--- src/core/cmi_defs.svh ---
`ifndef CMI_DEFS_SVH
`define CMI_DEFS_SVH

`define CMI_FLAG_BASE    8'h04
`define CMI_CFG_BASE     8'h08
`define CMI_CFG_LAST     8'h10
`define CMI_MASK_A_OFS   8'h08
`define CMI_MASK_B_OFS   8'h09
`define CMI_MASK_C_OFS   8'h0a
`define CMI_MASK_D_OFS   8'h0b
`define CMI_VBAT_OFS     8'h0c
`define CMI_FCC_OFS      8'h0d
`define CMI_CTRL_A_OFS   8'h0e
`define CMI_CTRL_B_OFS   8'h0f
`define CMI_GEN_OFS      8'h10

`define CMI_MASK_A_RST   8'h84
`define CMI_MASK_B_RST   8'h07
`define CMI_MASK_C_RST   8'hc0
`define CMI_MASK_D_RST   8'h00
`define CMI_VBAT_RST     8'h46
`define CMI_FCC_RST      8'h05
`define CMI_CTRL_A_RST   8'h70
`define CMI_CTRL_B_RST   8'h45
`define CMI_GEN_RST      8'h10

`define CMI_MASK_A_WM    8'hc7
`define CMI_MASK_D_WM    8'h0f
`define CMI_VBAT_WM      8'h7f
`define CMI_GEN_WM       8'h7f
`define CMI_FULL_WM      8'hff
`define CMI_FCC_WD       8'hff
`define CMI_CTRL_A_WD    8'h30
`define CMI_NO_WD        8'h00

`define CMI_FLAG_IMPL    32'hffff_ffc7
`define CMI_ADC_DONE_BIT 11
`define CMI_CHG_BIT      23

`define CMI_VBAT_MAX     7'h73
`define CMI_VBAT_BASE_MV 3500
`define CMI_VBAT_STEP_MV 10
`define CMI_FCC_LOW_TOP  30
`define CMI_FCC_LOW_OFS  5
`define CMI_FCC_KNEE     31
`define CMI_FCC_HI_MA    40
`define CMI_FCC_HI_STEP  10
`define CMI_SEL_OFF      2'b11

`endif

--- src/core/cmi_pkg.sv ---
package cmi_pkg;

    typedef struct packed {
        logic       wr;
        logic       rd;
        logic [7:0] addr;
        logic [7:0] wdata;
    } cmi_req_s;

    typedef struct packed {
        logic [6:0]  battery_target_voltage;
        logic [12:0] battery_target_mv;
        logic        charge_inhibit;
        logic [6:0]  fast_charge_current_code;
        logic [10:0] fast_charge_ma;
        logic        power_path_regulation_off;
        logic        precharge_current_select;
        logic [1:0]  termination_current_select;
        logic        termination_en;
        logic [1:0]  input_voltage_regulation_level;
        logic        input_voltage_regulation_en;
        logic [1:0]  thermal_regulation_threshold;
        logic        thermal_regulation_en;
        logic [1:0]  battery_discharge_limit;
        logic [2:0]  battery_depletion_threshold;
        logic        short_battery_trickle_current;
        logic [1:0]  sequence_delay_sel;
        logic [6:0]  sequence_delay_ms;
    } cmi_cfg_s;

    typedef enum logic [2:0] {
        ST_IDLE  = 3'b000,
        ST_ADDR  = 3'b001,
        ST_ACK_A = 3'b010,
        ST_WR    = 3'b011,
        ST_ACK_W = 3'b100,
        ST_LOAD  = 3'b101,
        ST_RD    = 3'b110,
        ST_ACK_R = 3'b111
    } cmi_i2c_state_e;

endpackage : cmi_pkg

--- src/core/cmi_i2c_slave.sv ---
`timescale 1ns/1ps
module cmi_i2c_slave
    import cmi_pkg::*;
#(
    parameter logic [6:0] DEV_ADDR = 7'h6a
)(
    input  wire logic       clock,
    input  wire logic       reset,
    input  wire logic       scl,
    input  wire logic       sda_in,
    output logic            sda_out,
    output logic            sda_oe_n,
    output cmi_req_s        req,
    input  wire logic [7:0] rdata
);
    logic [1:0]     scl_sync;
    logic [1:0]     sda_sync;
    logic           scl_q;
    logic           sda_q;
    logic [7:0]     shift;
    logic [7:0]     ptr;
    logic [3:0]     cnt;
    logic           first;
    logic           rnw;
    cmi_i2c_state_e state;
    logic           rise;
    logic           fall;
    logic           start_c;
    logic           stop_c;

    assign sda_out = 1'b0;
    assign rise    = scl_sync[1] & ~scl_q;
    assign fall    = ~scl_sync[1] & scl_q;
    assign start_c = scl_sync[1] & scl_q & sda_q & ~sda_sync[1];
    assign stop_c  = scl_sync[1] & scl_q & ~sda_q & sda_sync[1];

    always_ff @(posedge clock)
    begin
        if (reset)
        begin
            scl_sync <= 2'b11;
            sda_sync <= 2'b11;
            scl_q    <= 1'b1;
            sda_q    <= 1'b1;
        end
        else
        begin
            scl_sync <= {scl_sync[0], scl};
            sda_sync <= {sda_sync[0], sda_in};
            scl_q    <= scl_sync[1];
            sda_q    <= sda_sync[1];
        end
    end

    always_ff @(posedge clock)
    begin
        if (reset)
        begin
            state    <= ST_IDLE;
            shift    <= 8'h00;
            ptr      <= 8'h00;
            cnt      <= 4'h0;
            first    <= 1'b0;
            rnw      <= 1'b0;
            sda_oe_n <= 1'b1;
            req      <= '0;
        end
        else
        begin
            req.wr <= 1'b0;
            req.rd <= 1'b0;
            if (start_c)
            begin
                state    <= ST_ADDR;
                cnt      <= 4'h0;
                sda_oe_n <= 1'b1;
            end
            else if (stop_c)
            begin
                state    <= ST_IDLE;
                sda_oe_n <= 1'b1;
            end
            else
            begin
                case (state)
                ST_ADDR, ST_WR:
                begin
                    if (rise)
                    begin
                        shift <= {shift[6:0], sda_sync[1]};
                        cnt   <= cnt + 4'h1;
                    end
                    else if (fall && cnt == 4'h8)
                    begin
                        cnt <= 4'h0;
                        if (state == ST_ADDR)
                        begin
                            rnw      <= shift[0];
                            sda_oe_n <= !(shift[7:1] == DEV_ADDR);
                            state    <= (shift[7:1] == DEV_ADDR) ? ST_ACK_A : ST_IDLE;
                            first    <= 1'b1;
                        end
                        else
                        begin
                            sda_oe_n <= 1'b0;
                            state    <= ST_ACK_W;
                            first    <= 1'b0;
                            if (first)
                                ptr <= shift;
                            else
                            begin
                                req.wr    <= 1'b1;
                                req.addr  <= ptr;
                                req.wdata <= shift;
                                ptr       <= ptr + 8'h01;
                            end
                        end
                    end
                end
                ST_ACK_A, ST_ACK_W, ST_ACK_R:
                begin
                    if (state == ST_ACK_R && rise && sda_sync[1])
                        state <= ST_IDLE;
                    else if (fall)
                    begin
                        sda_oe_n <= 1'b1;
                        if (state == ST_ACK_W || !rnw)
                            state <= ST_WR;
                        else
                        begin
                            req.rd   <= 1'b1;
                            req.addr <= ptr;
                            ptr      <= ptr + 8'h01;
                            state    <= ST_LOAD;
                        end
                    end
                end
                ST_LOAD:
                begin
                    shift    <= rdata;
                    sda_oe_n <= rdata[7];
                    cnt      <= 4'h1;
                    state    <= ST_RD;
                end
                ST_RD:
                begin
                    if (fall)
                    begin
                        shift    <= {shift[6:0], 1'b0};
                        sda_oe_n <= (cnt == 4'h8) ? 1'b1 : shift[6];
                        cnt      <= cnt + 4'h1;
                        if (cnt == 4'h8)
                            state <= ST_ACK_R;
                    end
                end
                default:
                    state <= ST_IDLE;
                endcase
            end
        end
    end

endmodule : cmi_i2c_slave

--- src/core/cmi_regs_top.sv ---
// Notes on behaviour
// - Mask bit 0 lets its event drive the alert; 1 suppresses it.
// - First mask register resets to 84h; bits 5 to 3 read zero.
// - Second mask register resets to 07h.
// - Conversion-done event only counts while the converter is in one-shot mode.
// - Charge-state mask resets set; cleared, every state change alerts.
// - Third mask register resets to C0h.
// - Fourth mask register: four masks in bits 3..0, reset 00h, upper bits zero.
// - Battery target is 3500mV plus 10mV per code, reset 46h, clamped at 73h.
// - Fast-charge current is code plus 5mA, then 40mA plus 10mA per step past 31.
// - Charge inhibit stops charging; it, current code, termination restore on watchdog.
// - Precharge is twice termination when 0, equal when 1, reset 1.
// - Termination select: off, 5, 10, 20 percent; reset 11.
// - Input-voltage regulation: 4.2, 4.5, 4.7V or off; reset 00.
// - Thermal regulation: 100, 80, 60degC or off; reset 00.
// - Discharge limit: 500, 1000, 1500, 3250mA; reset 01.
// - Depletion threshold codes map 3.0V down to 2.1V; reset 000.
// - Short-battery trickle current: 8mA at 0, 1mA at 1; reset 1.
// - Sequence step delay: 1, 4, 16, 64ms; reset 01.
// - Reading a flag register clears its flags.
`timescale 1ns/1ps
`include "cmi_defs.svh"
module cmi_regs_top
    import cmi_pkg::*;
#(
    parameter logic [6:0] DEV_ADDR = 7'h6a
)(
    input  wire logic        clock,
    input  wire logic        reset,
    input  wire logic        scl,
    input  wire logic        sda_in,
    output logic             sda_out,
    output logic             sda_oe_n,
    input  wire logic [31:0] event_pulse,
    input  wire logic [1:0]  charge_state,
    input  wire logic        adc_one_shot,
    input  wire logic        reg_reset,
    input  wire logic        wd_expire,
    output logic             alert_n,
    output cmi_cfg_s         cfg
);
    localparam logic [7:0] RST_V [0:8] = '{
        `CMI_MASK_A_RST, `CMI_MASK_B_RST, `CMI_MASK_C_RST,
        `CMI_MASK_D_RST, `CMI_VBAT_RST, `CMI_FCC_RST,
        `CMI_CTRL_A_RST, `CMI_CTRL_B_RST, `CMI_GEN_RST};
    localparam logic [7:0] WR_M [0:8] = '{
        `CMI_MASK_A_WM, `CMI_FULL_WM, `CMI_FULL_WM,
        `CMI_MASK_D_WM, `CMI_VBAT_WM, `CMI_FULL_WM,
        `CMI_FULL_WM, `CMI_FULL_WM, `CMI_GEN_WM};
    localparam logic [7:0] WD_M [0:8] = '{
        `CMI_NO_WD, `CMI_NO_WD, `CMI_NO_WD,
        `CMI_NO_WD, `CMI_NO_WD, `CMI_FCC_WD,
        `CMI_CTRL_A_WD, `CMI_NO_WD, `CMI_NO_WD};

    cmi_req_s    req;
    logic [7:0]  rdata;
    logic [7:0]  cfg_reg [0:8];
    logic [3:0]  cfg_idx;
    logic        cfg_hit;
    logic        flag_hit;
    logic [31:0] flags;
    logic [31:0] flag_clr;
    logic [31:0] flag_set;
    logic [31:0] mask_vec;
    logic [1:0]  chg_q;
    logic        chg_seen;
    logic        chg_change;
    logic [6:0]  vcode;
    logic [6:0]  icode;

    cmi_i2c_slave #(
        .DEV_ADDR (DEV_ADDR)
    ) u_i2c (
        .clock    (clock),
        .reset    (reset),
        .scl      (scl),
        .sda_in   (sda_in),
        .sda_out  (sda_out),
        .sda_oe_n (sda_oe_n),
        .req      (req),
        .rdata    (rdata)
    );

    assign cfg_idx  = 4'(req.addr - `CMI_CFG_BASE);
    assign cfg_hit  = req.addr >= `CMI_CFG_BASE && req.addr <= `CMI_CFG_LAST;
    assign flag_hit = req.addr >= `CMI_FLAG_BASE && req.addr < `CMI_CFG_BASE;

    // Reserved bits are simply never stored, so they cannot read back set
    generate
        for (genvar i = 0; i < 9; i++)
        begin : g_cfg
            always_ff @(posedge clock)
            begin
                if (reset || reg_reset)
                    cfg_reg[i] <= RST_V[i];
                else if (wd_expire)
                    cfg_reg[i] <= (cfg_reg[i] & ~WD_M[i]) | (RST_V[i] & WD_M[i]);
                else if (req.wr && cfg_hit && cfg_idx == 4'(i))
                    cfg_reg[i] <= req.wdata & WR_M[i];
            end
        end
    endgenerate

    // Status registers below the flags are outside this bank and read zero
    always_comb
    begin
        rdata = 8'h00;
        if (flag_hit)
            rdata = flags[8*req.addr[1:0] +: 8];
        else if (cfg_hit)
            rdata = cfg_reg[cfg_idx];
    end

    always_comb
    begin
        flag_clr = '0;
        if (req.rd && flag_hit)
            flag_clr[8*req.addr[1:0] +: 8] = 8'hff;
    end

    always_ff @(posedge clock)
    begin
        if (reset)
        begin
            chg_q    <= 2'b00;
            chg_seen <= 1'b0;
        end
        else
        begin
            chg_q    <= charge_state;
            chg_seen <= 1'b1;
        end
    end

    // First cycle after reset has no previous state to compare against
    assign chg_change = chg_seen && chg_q != charge_state;

    always_comb
    begin
        flag_set = event_pulse & `CMI_FLAG_IMPL;
        flag_set[`CMI_ADC_DONE_BIT] = event_pulse[`CMI_ADC_DONE_BIT] & adc_one_shot;
        flag_set[`CMI_CHG_BIT] = event_pulse[`CMI_CHG_BIT] | chg_change;
    end

    // Set beats clear so an event during the read is kept for the next one
    always_ff @(posedge clock)
    begin
        if (reset)
            flags <= '0;
        else
            flags <= (flags & ~flag_clr) | flag_set;
    end

    // Same bit position in mask and flag; flag bits 31..28 have no mask
    assign mask_vec = {cfg_reg[3], cfg_reg[2], cfg_reg[1], cfg_reg[0]};

    always_ff @(posedge clock)
    begin
        if (reset)
            alert_n <= 1'b1;
        else
            alert_n <= ~|(flags & ~mask_vec);
    end

    assign vcode = (cfg_reg[4][6:0] > `CMI_VBAT_MAX) ? `CMI_VBAT_MAX : cfg_reg[4][6:0];
    assign icode = cfg_reg[5][6:0];

    always_ff @(posedge clock)
    begin
        if (reset)
            cfg <= '0;
        else
        begin
            cfg.battery_target_voltage <= vcode;
            cfg.battery_target_mv <=
                13'(`CMI_VBAT_BASE_MV + `CMI_VBAT_STEP_MV * vcode);
            cfg.charge_inhibit <= cfg_reg[5][7];
            cfg.fast_charge_current_code <= icode;
            if (icode <= 7'(`CMI_FCC_LOW_TOP))
                cfg.fast_charge_ma <= 11'(icode + `CMI_FCC_LOW_OFS);
            else
                cfg.fast_charge_ma <= 11'(`CMI_FCC_HI_MA
                    + (icode - `CMI_FCC_KNEE) * `CMI_FCC_HI_STEP);
            cfg.power_path_regulation_off <= cfg_reg[6][7];
            cfg.precharge_current_select <= cfg_reg[6][6];
            cfg.termination_current_select <= cfg_reg[6][5:4];
            cfg.termination_en <= cfg_reg[6][5:4] != 2'b00;
            cfg.input_voltage_regulation_level <= cfg_reg[6][3:2];
            cfg.input_voltage_regulation_en <= cfg_reg[6][3:2] != `CMI_SEL_OFF;
            cfg.thermal_regulation_threshold <= cfg_reg[6][1:0];
            cfg.thermal_regulation_en <= cfg_reg[6][1:0] != `CMI_SEL_OFF;
            cfg.battery_discharge_limit <= cfg_reg[7][7:6];
            cfg.battery_depletion_threshold <= cfg_reg[7][5:3];
            cfg.short_battery_trickle_current <= cfg_reg[7][2];
            cfg.sequence_delay_sel <= cfg_reg[7][1:0];
            cfg.sequence_delay_ms <= 7'(7'h01 << (2 * cfg_reg[7][1:0]));
        end
    end
endmodule : cmi_regs_top

--- config.mk ---
export PLATFORM = sky130hd
export DESIGN_NAME = cmi_regs_top
export DESIGN_NICKNAME = d
export VERILOG_FILES = /design/src/core/cmi_pkg.sv /design/src/core/cmi_i2c_slave.sv /design/src/core/cmi_regs_top.sv
export VERILOG_INCLUDE_DIRS = /design/src /design/src/core
export SDC_FILE = /design/constraint.sdc
export NUM_CORES = 1
export LEC_CHECK = 0
export BUFFER_PORTS_ARGS = -buffer_cell sky130_fd_sc_hd__clkbuf_2
export CAP_MARGIN = 0
export CORE_AREA = 2 2 129 131
export DETAILED_ROUTE_END_ITERATION = 16
export DIE_AREA = 0 0 131 133
export GPL_ROUTABILITY_DRIVEN = 0
export PLACE_DENSITY_LB_ADDON = 0.08
export RECOVER_POWER = 25
export SKIP_CTS_REPAIR_TIMING = 1
export SYNTH_ARGS = -nofsm -noshare
export SYNTH_HDL_FRONTEND = slang
export SYNTH_SLANG_ARGS = --single-unit
--- constraint.sdc ---
create_clock -name clock -period 8.05 [get_ports clock]
set_input_delay 1.61 -clock clock [delete_from_list [all_inputs] [get_ports clock]]
set_output_delay 1.61 -clock clock [all_outputs]
set_load 0.05 [all_outputs]
==> metrics.txt, run 1 <==
# TYPE chip_impl_metric gauge
chip_impl_metric{name="synth_enable_flop_cells",unit=""} 63
chip_impl_metric{name="globalRouteOverflowTotal",unit=""} 0
chip_impl_info{name="postSynth.topFlopCell",value="dfxtp_1"} 1
chip_impl_info{name="rr_startpoint",value="cfg_reg[4][6]"} 1
chip_impl_metric{name="synth_cell_types",unit=""} 78
chip_impl_info{name="beginning_of_the_worst_hold_path",value="u_i2c.sda_sync[0]"} 1
chip_impl_metric{name="fin_area",unit="mm^2"} 0.0111
chip_impl_metric{name="dr_total_vias",unit=""} 7607
chip_impl_metric{name="clk_pin_slew",unit="ns"} 0.06
chip_impl_metric{name="drt_iter0_drc",unit=""} 561
chip_impl_metric{name="warnings_synthesis",unit=""} 0
chip_impl_metric{name="fmaxAchievable",unit="MHz"} 217
chip_impl_metric{name="p_total",unit="uW"} 2450
chip_impl_metric{name="hold_viol_final",unit=""} 0
chip_impl_metric{name="port-buffer-count",unit=""} 100
chip_impl_metric{name="grt_pass1_vias",unit=""} 6942
chip_impl_metric{name="r2r_slack",unit="ns"} 4.59
chip_impl_info{name="failed_checks",value="max-capacitance violations, max-slew violations"} 1
chip_impl_metric{name="clock-skew-final",unit="ns"} 0.0168
chip_impl_metric{name="global_route.usage.total",unit="%"} 27.2
chip_impl_metric{name="fp.dieArea",unit="mm^2"} 0.0174
chip_impl_info{name="grt_setup_unrepaired",value="false"} 1
chip_impl_metric{name="max_slew_violations",unit=""} 51
chip_impl_metric{name="fin_setup_tns",unit="ns"} 0
chip_impl_info{name="cp_startpoint_kind",value="primary input"} 1
chip_impl_metric{name="detailed_place.area",unit="mm^2"} 0.0104
chip_impl_metric{name="cp_data_required_time",unit="ns"} 8.17
chip_impl_info{name="most-common-layout-cells",value="dfxtp_1, nor2_1, clkbuf_2"} 1
chip_impl_metric{name="syn_area",unit="mm^2"} 0.00988
chip_impl_metric{name="synth-seq-area-share",unit="%"} 48.7
chip_impl_info{name="min-delay-path-class",value="flop to flop"} 1
chip_impl_metric{name="synth_cells",unit=""} 1002
chip_impl_metric{name="cap_violations",unit=""} 1
chip_impl_metric{name="crit_fanout",unit=""} 50
chip_impl_metric{name="worst_ep_arrival_time",unit="ns"} 4.73
chip_impl_metric{name="hpwl",unit="um"} 16400
chip_impl_metric{name="ctsLongestPathBuffers",unit=""} 3
chip_impl_metric{name="die_x",unit="um"} 131
chip_impl_metric{name="layout.nets",unit=""} 1150
chip_impl_info{name="commonest_non_fill_non_tap_cell_in_the_layout",value="dfxtp_1"} 1
chip_impl_metric{name="area.growth.synth_to_final",unit="%"} 12.8
chip_impl_metric{name="largest_register_ff_count",unit=""} 123
chip_impl_metric{name="detail-route-antenna-nets",unit=""} 0
chip_impl_metric{name="std_cell_rows",unit=""} 47
chip_impl_metric{name="cts_inserted_buffers",unit=""} 22
chip_impl_metric{name="num_antenna_cells",unit=""} 0
chip_impl_metric{name="timing.final.crit_period",unit="ns"} 4.61
chip_impl_metric{name="grt_pass1_wl",unit="um"} 37100
chip_impl_metric{name="dieHeight",unit="um"} 133
chip_impl_metric{name="drt_wl_total",unit="um"} 23400
chip_impl_metric{name="synth_async_sr_flop_share",unit="%"} 0
chip_impl_metric{name="power_per_cell_area",unit="mW/mm^2"} 220
chip_impl_metric{name="min_period_over_period",unit="%"} 57.3
chip_impl_metric{name="setup_violations",unit=""} 0
chip_impl_info{name="cts_tree",value="done"} 1
chip_impl_metric{name="starting_density_of_the_core",unit="%"} 61.1
chip_impl_metric{name="clock_sinks",unit=""} 209
chip_impl_metric{name="clkLatencyLatePin",unit="ns"} 0.51
chip_impl_metric{name="grt_start_max_net_pins",unit=""} 74
chip_impl_metric{name="max-slew-margin-rel",unit="%"} -44.0
chip_impl_info{name="cts.root.buffer_cell",value="clkbuf_16"} 1
chip_impl_metric{name="core",unit="mm^2"} 0.0162
chip_impl_metric{name="tightest_slew",unit="ns"} 2.16
chip_impl_info{name="startpoint",value="reset"} 1
chip_impl_info{name="worstSetupEndpointType",value="flop"} 1
chip_impl_metric{name="antenna_found_initial",unit=""} 0
chip_impl_metric{name="htree_levels",unit=""} 1
chip_impl_metric{name="routed_via_density",unit=""} 5.78
chip_impl_metric{name="worst_ir_drop_vdd",unit="V"} 0.000179
chip_impl_info{name="critPathKind",value="primary input to flop"} 1
chip_impl_metric{name="dr_pass1_iterations",unit=""} 6
chip_impl_metric{name="post_route_cells_drive_above_1_share",unit="%"} 16.3
chip_impl_metric{name="synth.ff_latch_count",unit=""} 209
chip_impl_metric{name="route.detailed.drc",unit=""} 0
chip_impl_metric{name="ios",unit=""} 109
chip_impl_metric{name="power.static_leakage",unit="uW"} 0.00440
chip_impl_metric{name="wire_per_inst",unit="um"} 17.8
chip_impl_metric{name="avgSynthCellArea",unit="um^2"} 9.86
chip_impl_info{name="status",value="finished, violations left"} 1
cell type report:
| cell class | instances | area (um^2) |
|---|---|---|
| fill | 1283 | 5030 |
| sequential | 209 | 4810 |
| multi-input combinational | 695 | 4650 |
| clock buffer | 30 | 644 |
| timing repair buffer | 104 | 529 |
| tap | 220 | 275 |
| inverter | 47 | 176 |
| clock inverter | 10 | 57.6 |
critical path: stages:
cell and delay (ns):
clkbuf_1 0.79, nor3_1 0.55, nand4b_1 0.20, a21oi_1 0.23, nand3b_1 0.34, o21ai_0 1.00
per-layer routing:
layer  routed length (um)  GRT usage (%)
met1                10200           39.1
met2                11000           41.9
met3                 1510           4.33
met4                  665           9.10
met5                    0              0
synthesized netlist by cell type, types with 6 or more instances:
library cell | count | share of area (%)
and2_1 | 57 | 3.6
o22ai_1 | 13 | 0.82
xnor2_1 | 17 | 1.5
nand3_1 | 21 | 1.1
nor2_1 | 105 | 4.0
mux2i_1 | 13 | 1.3
a221oi_1 | 6 | 0.53
and3_1 | 7 | 0.44
or3_1 | 17 | 1.1
mux4_2 | 18 | 4.1
clkbuf_1 | 34 | 1.3
ha_1 | 28 | 3.5
a21oi_1 | 69 | 3.5
nor3_1 | 15 | 0.76
o21ai_0 | 37 | 1.9
a211oi_1 | 8 | 0.61
dfxtp_1 | 146 | 30
nand4_1 | 15 | 0.95
inv_1 | 46 | 1.7
buf_2 | 8 | 0.41
nor2b_1 | 42 | 2.7
buf_4 | 7 | 0.53
nand2_1 | 56 | 2.1
nand2b_1 | 13 | 0.82
a22o_1 | 6 | 0.53
o21ai_1 | 7 | 0.35
o31ai_1 | 8 | 0.61
or2_2 | 10 | 0.63
edfxtp_1 | 63 | 19
xor2_1 | 12 | 1.1
path summary, 6_finish.rpt:
check	to	depth (start not counted)
setup / recovery	cfg_reg[2][6]	6
hold reg to reg	u_i2c.sda_sync[1]	1
hold / removal	u_i2c.sda_sync[1]	1
setup reg to reg	cfg[57]	13
where the power goes:
part / internal [uW] / switching (uW)
combinational: 106 / 194
clock: 563 / 412
sequential: 1130 / 45.1
total: 1800 / 652
stage by stage:
step	worst slack, ns	hold WS [ns]	util [%]	instances
after floorplan	4.52	0.389	-	1006
after global placement	3.75	0.404	64.6	1275
after detailed placement	3.69	0.404	64.6	1275
after CTS	4.19	0.423	68.9	1315
after global routing	3.01	0.439	68.9	1315
final	3.44	0.414	68.9	1315
cells by family (layout without fill, tap and decap cells):
family          Yosys count  after routing  share of synthesized area (%)
simple gates            388            388                           20.7
flops                   209            209                           48.7
fa+ha+maj                30             30                           3.95
buf+inv                 102            191                           4.39
other cells               1              5                         0.0380
mux                      36             36                           5.99
compound gates          206            206                           13.4
xor+xnor                 30             30                           2.80
(Power assumes the default switching activity.)
==> run 2: changes to the inputs <==
Settings changed: CORE_AREA 2 2 129 131 to 2 2 133 135, DIE_AREA 0 0 131 133 to 0 0 135 137.
Clock period 8.05 ns to 4.7 ns, I/O delays scaled along.
==> run 2 against run 1 <==
- the run still ends with max-capacitance violations, max-slew violations left
- first-iteration DRC count up 17%
- combinational power grew 71%
- register-to-register slack got worse by 3.4 ns
- sequential power is 72% higher
- critical path type is now flop to flop
- largest power group unchanged
==> metrics.txt, run 2 (synthesis gave the netlist of run 1 again) <==
# TYPE chip_impl_metric gauge
chip_impl_metric{name="postLayoutCoreUtil",unit="%"} 65.7
chip_impl_metric{name="worst_ep_arrival_time",unit="ns"} 3.90
chip_impl_metric{name="grt_pass1_wl",unit="um"} 37600
chip_impl_metric{name="antenna_found_initial",unit=""} 0
chip_impl_metric{name="clock-skew-final",unit="ns"} 0.00800
chip_impl_info{name="cts.root.buffer_cell",value="clkbuf_16"} 1
chip_impl_metric{name="clk_pin_slew",unit="ns"} 0.06
chip_impl_metric{name="ios",unit=""} 109
chip_impl_metric{name="min_period_over_period",unit="%"} 74.3
chip_impl_info{name="cp_startpoint_kind",value="flop"} 1
chip_impl_metric{name="hold_viol_final",unit=""} 0
chip_impl_metric{name="htree_levels",unit=""} 1
chip_impl_metric{name="drt_iter0_drc",unit=""} 659
chip_impl_metric{name="max-slew-margin-rel",unit="%"} -9.81
chip_impl_metric{name="port-buffer-count",unit=""} 100
chip_impl_metric{name="global_route.usage.total",unit="%"} 25.9
chip_impl_metric{name="r2r_slack",unit="ns"} 1.21
chip_impl_metric{name="hpwl",unit="um"} 16900
chip_impl_info{name="critPathKind",value="flop to flop"} 1
chip_impl_metric{name="fillCellCount",unit=""} 1438
chip_impl_metric{name="die_x",unit="um"} 135
chip_impl_info{name="beginning_of_the_worst_hold_path",value="u_i2c.sda_sync[0]"} 1
chip_impl_metric{name="routed_via_density",unit=""} 5.82
chip_impl_info{name="worstSetupEndpointType",value="flop"} 1
chip_impl_metric{name="sequential_cell_area",unit="mm^2"} 0.00481
chip_impl_metric{name="clock_sinks",unit=""} 209
chip_impl_metric{name="fin_setup_tns",unit="ns"} 0
chip_impl_metric{name="dr_total_vias",unit=""} 7709
chip_impl_metric{name="timing.final.crit_period",unit="ns"} 3.49
chip_impl_metric{name="cap_violations",unit=""} 1
chip_impl_metric{name="reg2reg_depth",unit=""} 13
chip_impl_metric{name="ctsLongestPathBuffers",unit=""} 3
chip_impl_metric{name="power_switching_share",unit="%"} 26.4
chip_impl_metric{name="power_report.internal_total",unit="uW"} 3210
chip_impl_metric{name="power_per_cell_area",unit="mW/mm^2"} 389
chip_impl_metric{name="power.share.clock",unit="%"} 42.1
chip_impl_metric{name="globalRouteOverflowTotal",unit=""} 0
chip_impl_info{name="min-delay-path-class",value="flop to flop"} 1
chip_impl_info{name="grt_setup_unrepaired",value="false"} 1
chip_impl_metric{name="cts_inserted_buffers",unit=""} 23
chip_impl_info{name="commonest_non_fill_non_tap_cell_in_the_layout",value="dfxtp_1"} 1
chip_impl_metric{name="worst_ir_drop_vdd",unit="V"} 0.000404
chip_impl_metric{name="drt_wl_total",unit="um"} 24200
chip_impl_info{name="cts_tree",value="done"} 1
chip_impl_metric{name="multiInputGateArea",unit="mm^2"} 0.00465
chip_impl_metric{name="part_of_the_power_in_combinational_logic",unit="%"} 11.8
chip_impl_info{name="whs_endpoint",value="u_i2c.sda_sync[1]"} 1
chip_impl_metric{name="core",unit="mm^2"} 0.0171
chip_impl_info{name="status",value="finished, violations left"} 1
chip_impl_metric{name="power.static_leakage",unit="uW"} 0.00437
chip_impl_info{name="rr_startpoint",value="cfg_reg[4][6]"} 1
chip_impl_metric{name="setup_violations",unit=""} 0
chip_impl_metric{name="tightest_slew",unit="ns"} 1.65
chip_impl_metric{name="fmaxAchievable",unit="MHz"} 286
chip_impl_metric{name="num_antenna_cells",unit=""} 0
chip_impl_metric{name="largest_register_ff_count",unit=""} 123
chip_impl_metric{name="detail-route-antenna-nets",unit=""} 0
chip_impl_metric{name="net-switching-power",unit="uW"} 1150
chip_impl_metric{name="std_cell_rows",unit=""} 48
chip_impl_info{name="most-common-layout-cells",value="dfxtp_1, nor2_1, clkbuf_2"} 1
chip_impl_metric{name="clkLatencyLatePin",unit="ns"} 0.52
chip_impl_metric{name="max_slew_violations",unit=""} 40
chip_impl_metric{name="post_route_cells_drive_above_1_share",unit="%"} 14.4
chip_impl_metric{name="dr_pass1_iterations",unit=""} 5
chip_impl_metric{name="grt_start_max_net_pins",unit=""} 84
chip_impl_info{name="rr_endpoint",value="cfg[57]"} 1
chip_impl_metric{name="layout.nets",unit=""} 1153
chip_impl_metric{name="cp_data_required_time",unit="ns"} 5.11
chip_impl_metric{name="area.growth.synth_to_final",unit="%"} 13.5
chip_impl_metric{name="timing.hold.worst_path_depth",unit=""} 1
chip_impl_metric{name="route.detailed.drc",unit=""} 0
chip_impl_metric{name="dieHeight",unit="um"} 137
chip_impl_metric{name="crit_fanout",unit=""} 6
chip_impl_metric{name="wire_per_inst",unit="um"} 18.3
chip_impl_info{name="failed_checks",value="max-capacitance violations, max-slew violations"} 1
chip_impl_metric{name="seq_pwr_share",unit="%"} 46.1
chip_impl_metric{name="fp.dieArea",unit="mm^2"} 0.0185
chip_impl_metric{name="starting_density_of_the_core",unit="%"} 57.9
chip_impl_metric{name="grt_pass1_vias",unit=""} 7001
-- run 2: cell types whose count changed in the layout (fill, tap and decap cells not counted), sizes merged --
cell      delta
clkbuf       +3
bufinv       +2
clkinv       -2
clkinvlp     -2
inv          +2
buf          +1
-- run 2: final cells by class --
cell class,instances,share of cell area (%)
inverters,47,1.57
clock inverters,10,1.06
repair buffers,106,4.56
clock buffers,32,5.90
flip-flops and latches,209,42.9
multi-input cells,695,41.4
well taps,225,2.51
-- run 2: per-stage QoR --
stage	area [um^2]	setup slack (ns)	hold WS (ns)	cells	total power, uW
4_1_cts	11200	1.24	0.426	1324	4390
2_1_floorplan	9900	1.62	0.389	1006	2440
3_5_place_dp	10500	1.06	0.401	1282	2560
5_1_grt	11200	0.913	0.443	1324	4520
3_3_place_gp	10500	1.14	0.404	1282	2550
6_report	11200	1.21	0.422	1324	4360
-- run 2: critical path: stages, from the launching register on --
cell      delay [ns]
edfxtp_1        0.51
nand3_1         0.21
nor2_1          0.25
nor2_1          0.11
inv_1           0.11
ha_1            0.24
ha_1            0.23
fa_1            0.40
a21o_1          0.19
a21oi_1         0.29
nor2b_1         0.27
o211ai_1        0.14
a31o_2          0.29
and2_1          0.15
-- run 2: power by group through the flow --
stage | Sequential [uW] | Combinational [uW] | Clock, uW
finish | 2010 | 514 | 1840
global route | 2020 | 566 | 1940
CTS | 2010 | 518 | 1860
detailed placement | 2050 | 516 | 0
global placement | 2040 | 509 | 0
floorplan | 2110 | 326 | 0
-- run 2: metal layers --
metal / vias to the layer above / routed length, um / track usage [%]
met4: 0 / 753 / 8.45
met1: 3706 / 10800 / 37.2
met2: 236 / 11200 / 40.7
met3: 52 / 1390 / 3.63
met5: - / 0 / 0
li1: 3715 / - / -
-- run 2: how the worst max path moves through the flow --
| stage | startpoint | to | slack [ns] |
|---|---|---|---|
| after floorplan | cfg_reg[4][5] | cfg[57] | 1.62 |
| after global placement | wd_expire | cfg_reg[2][1] | 1.14 |
| after detailed placement | wd_expire | cfg_reg[2][1] | 1.06 |
| after CTS | cfg_reg[4][6] | cfg[57] | 1.24 |
| after global routing | cfg_reg[4][5] | cfg[57] | 0.91 |
| final | cfg_reg[4][6] | cfg[57] | 1.21 |
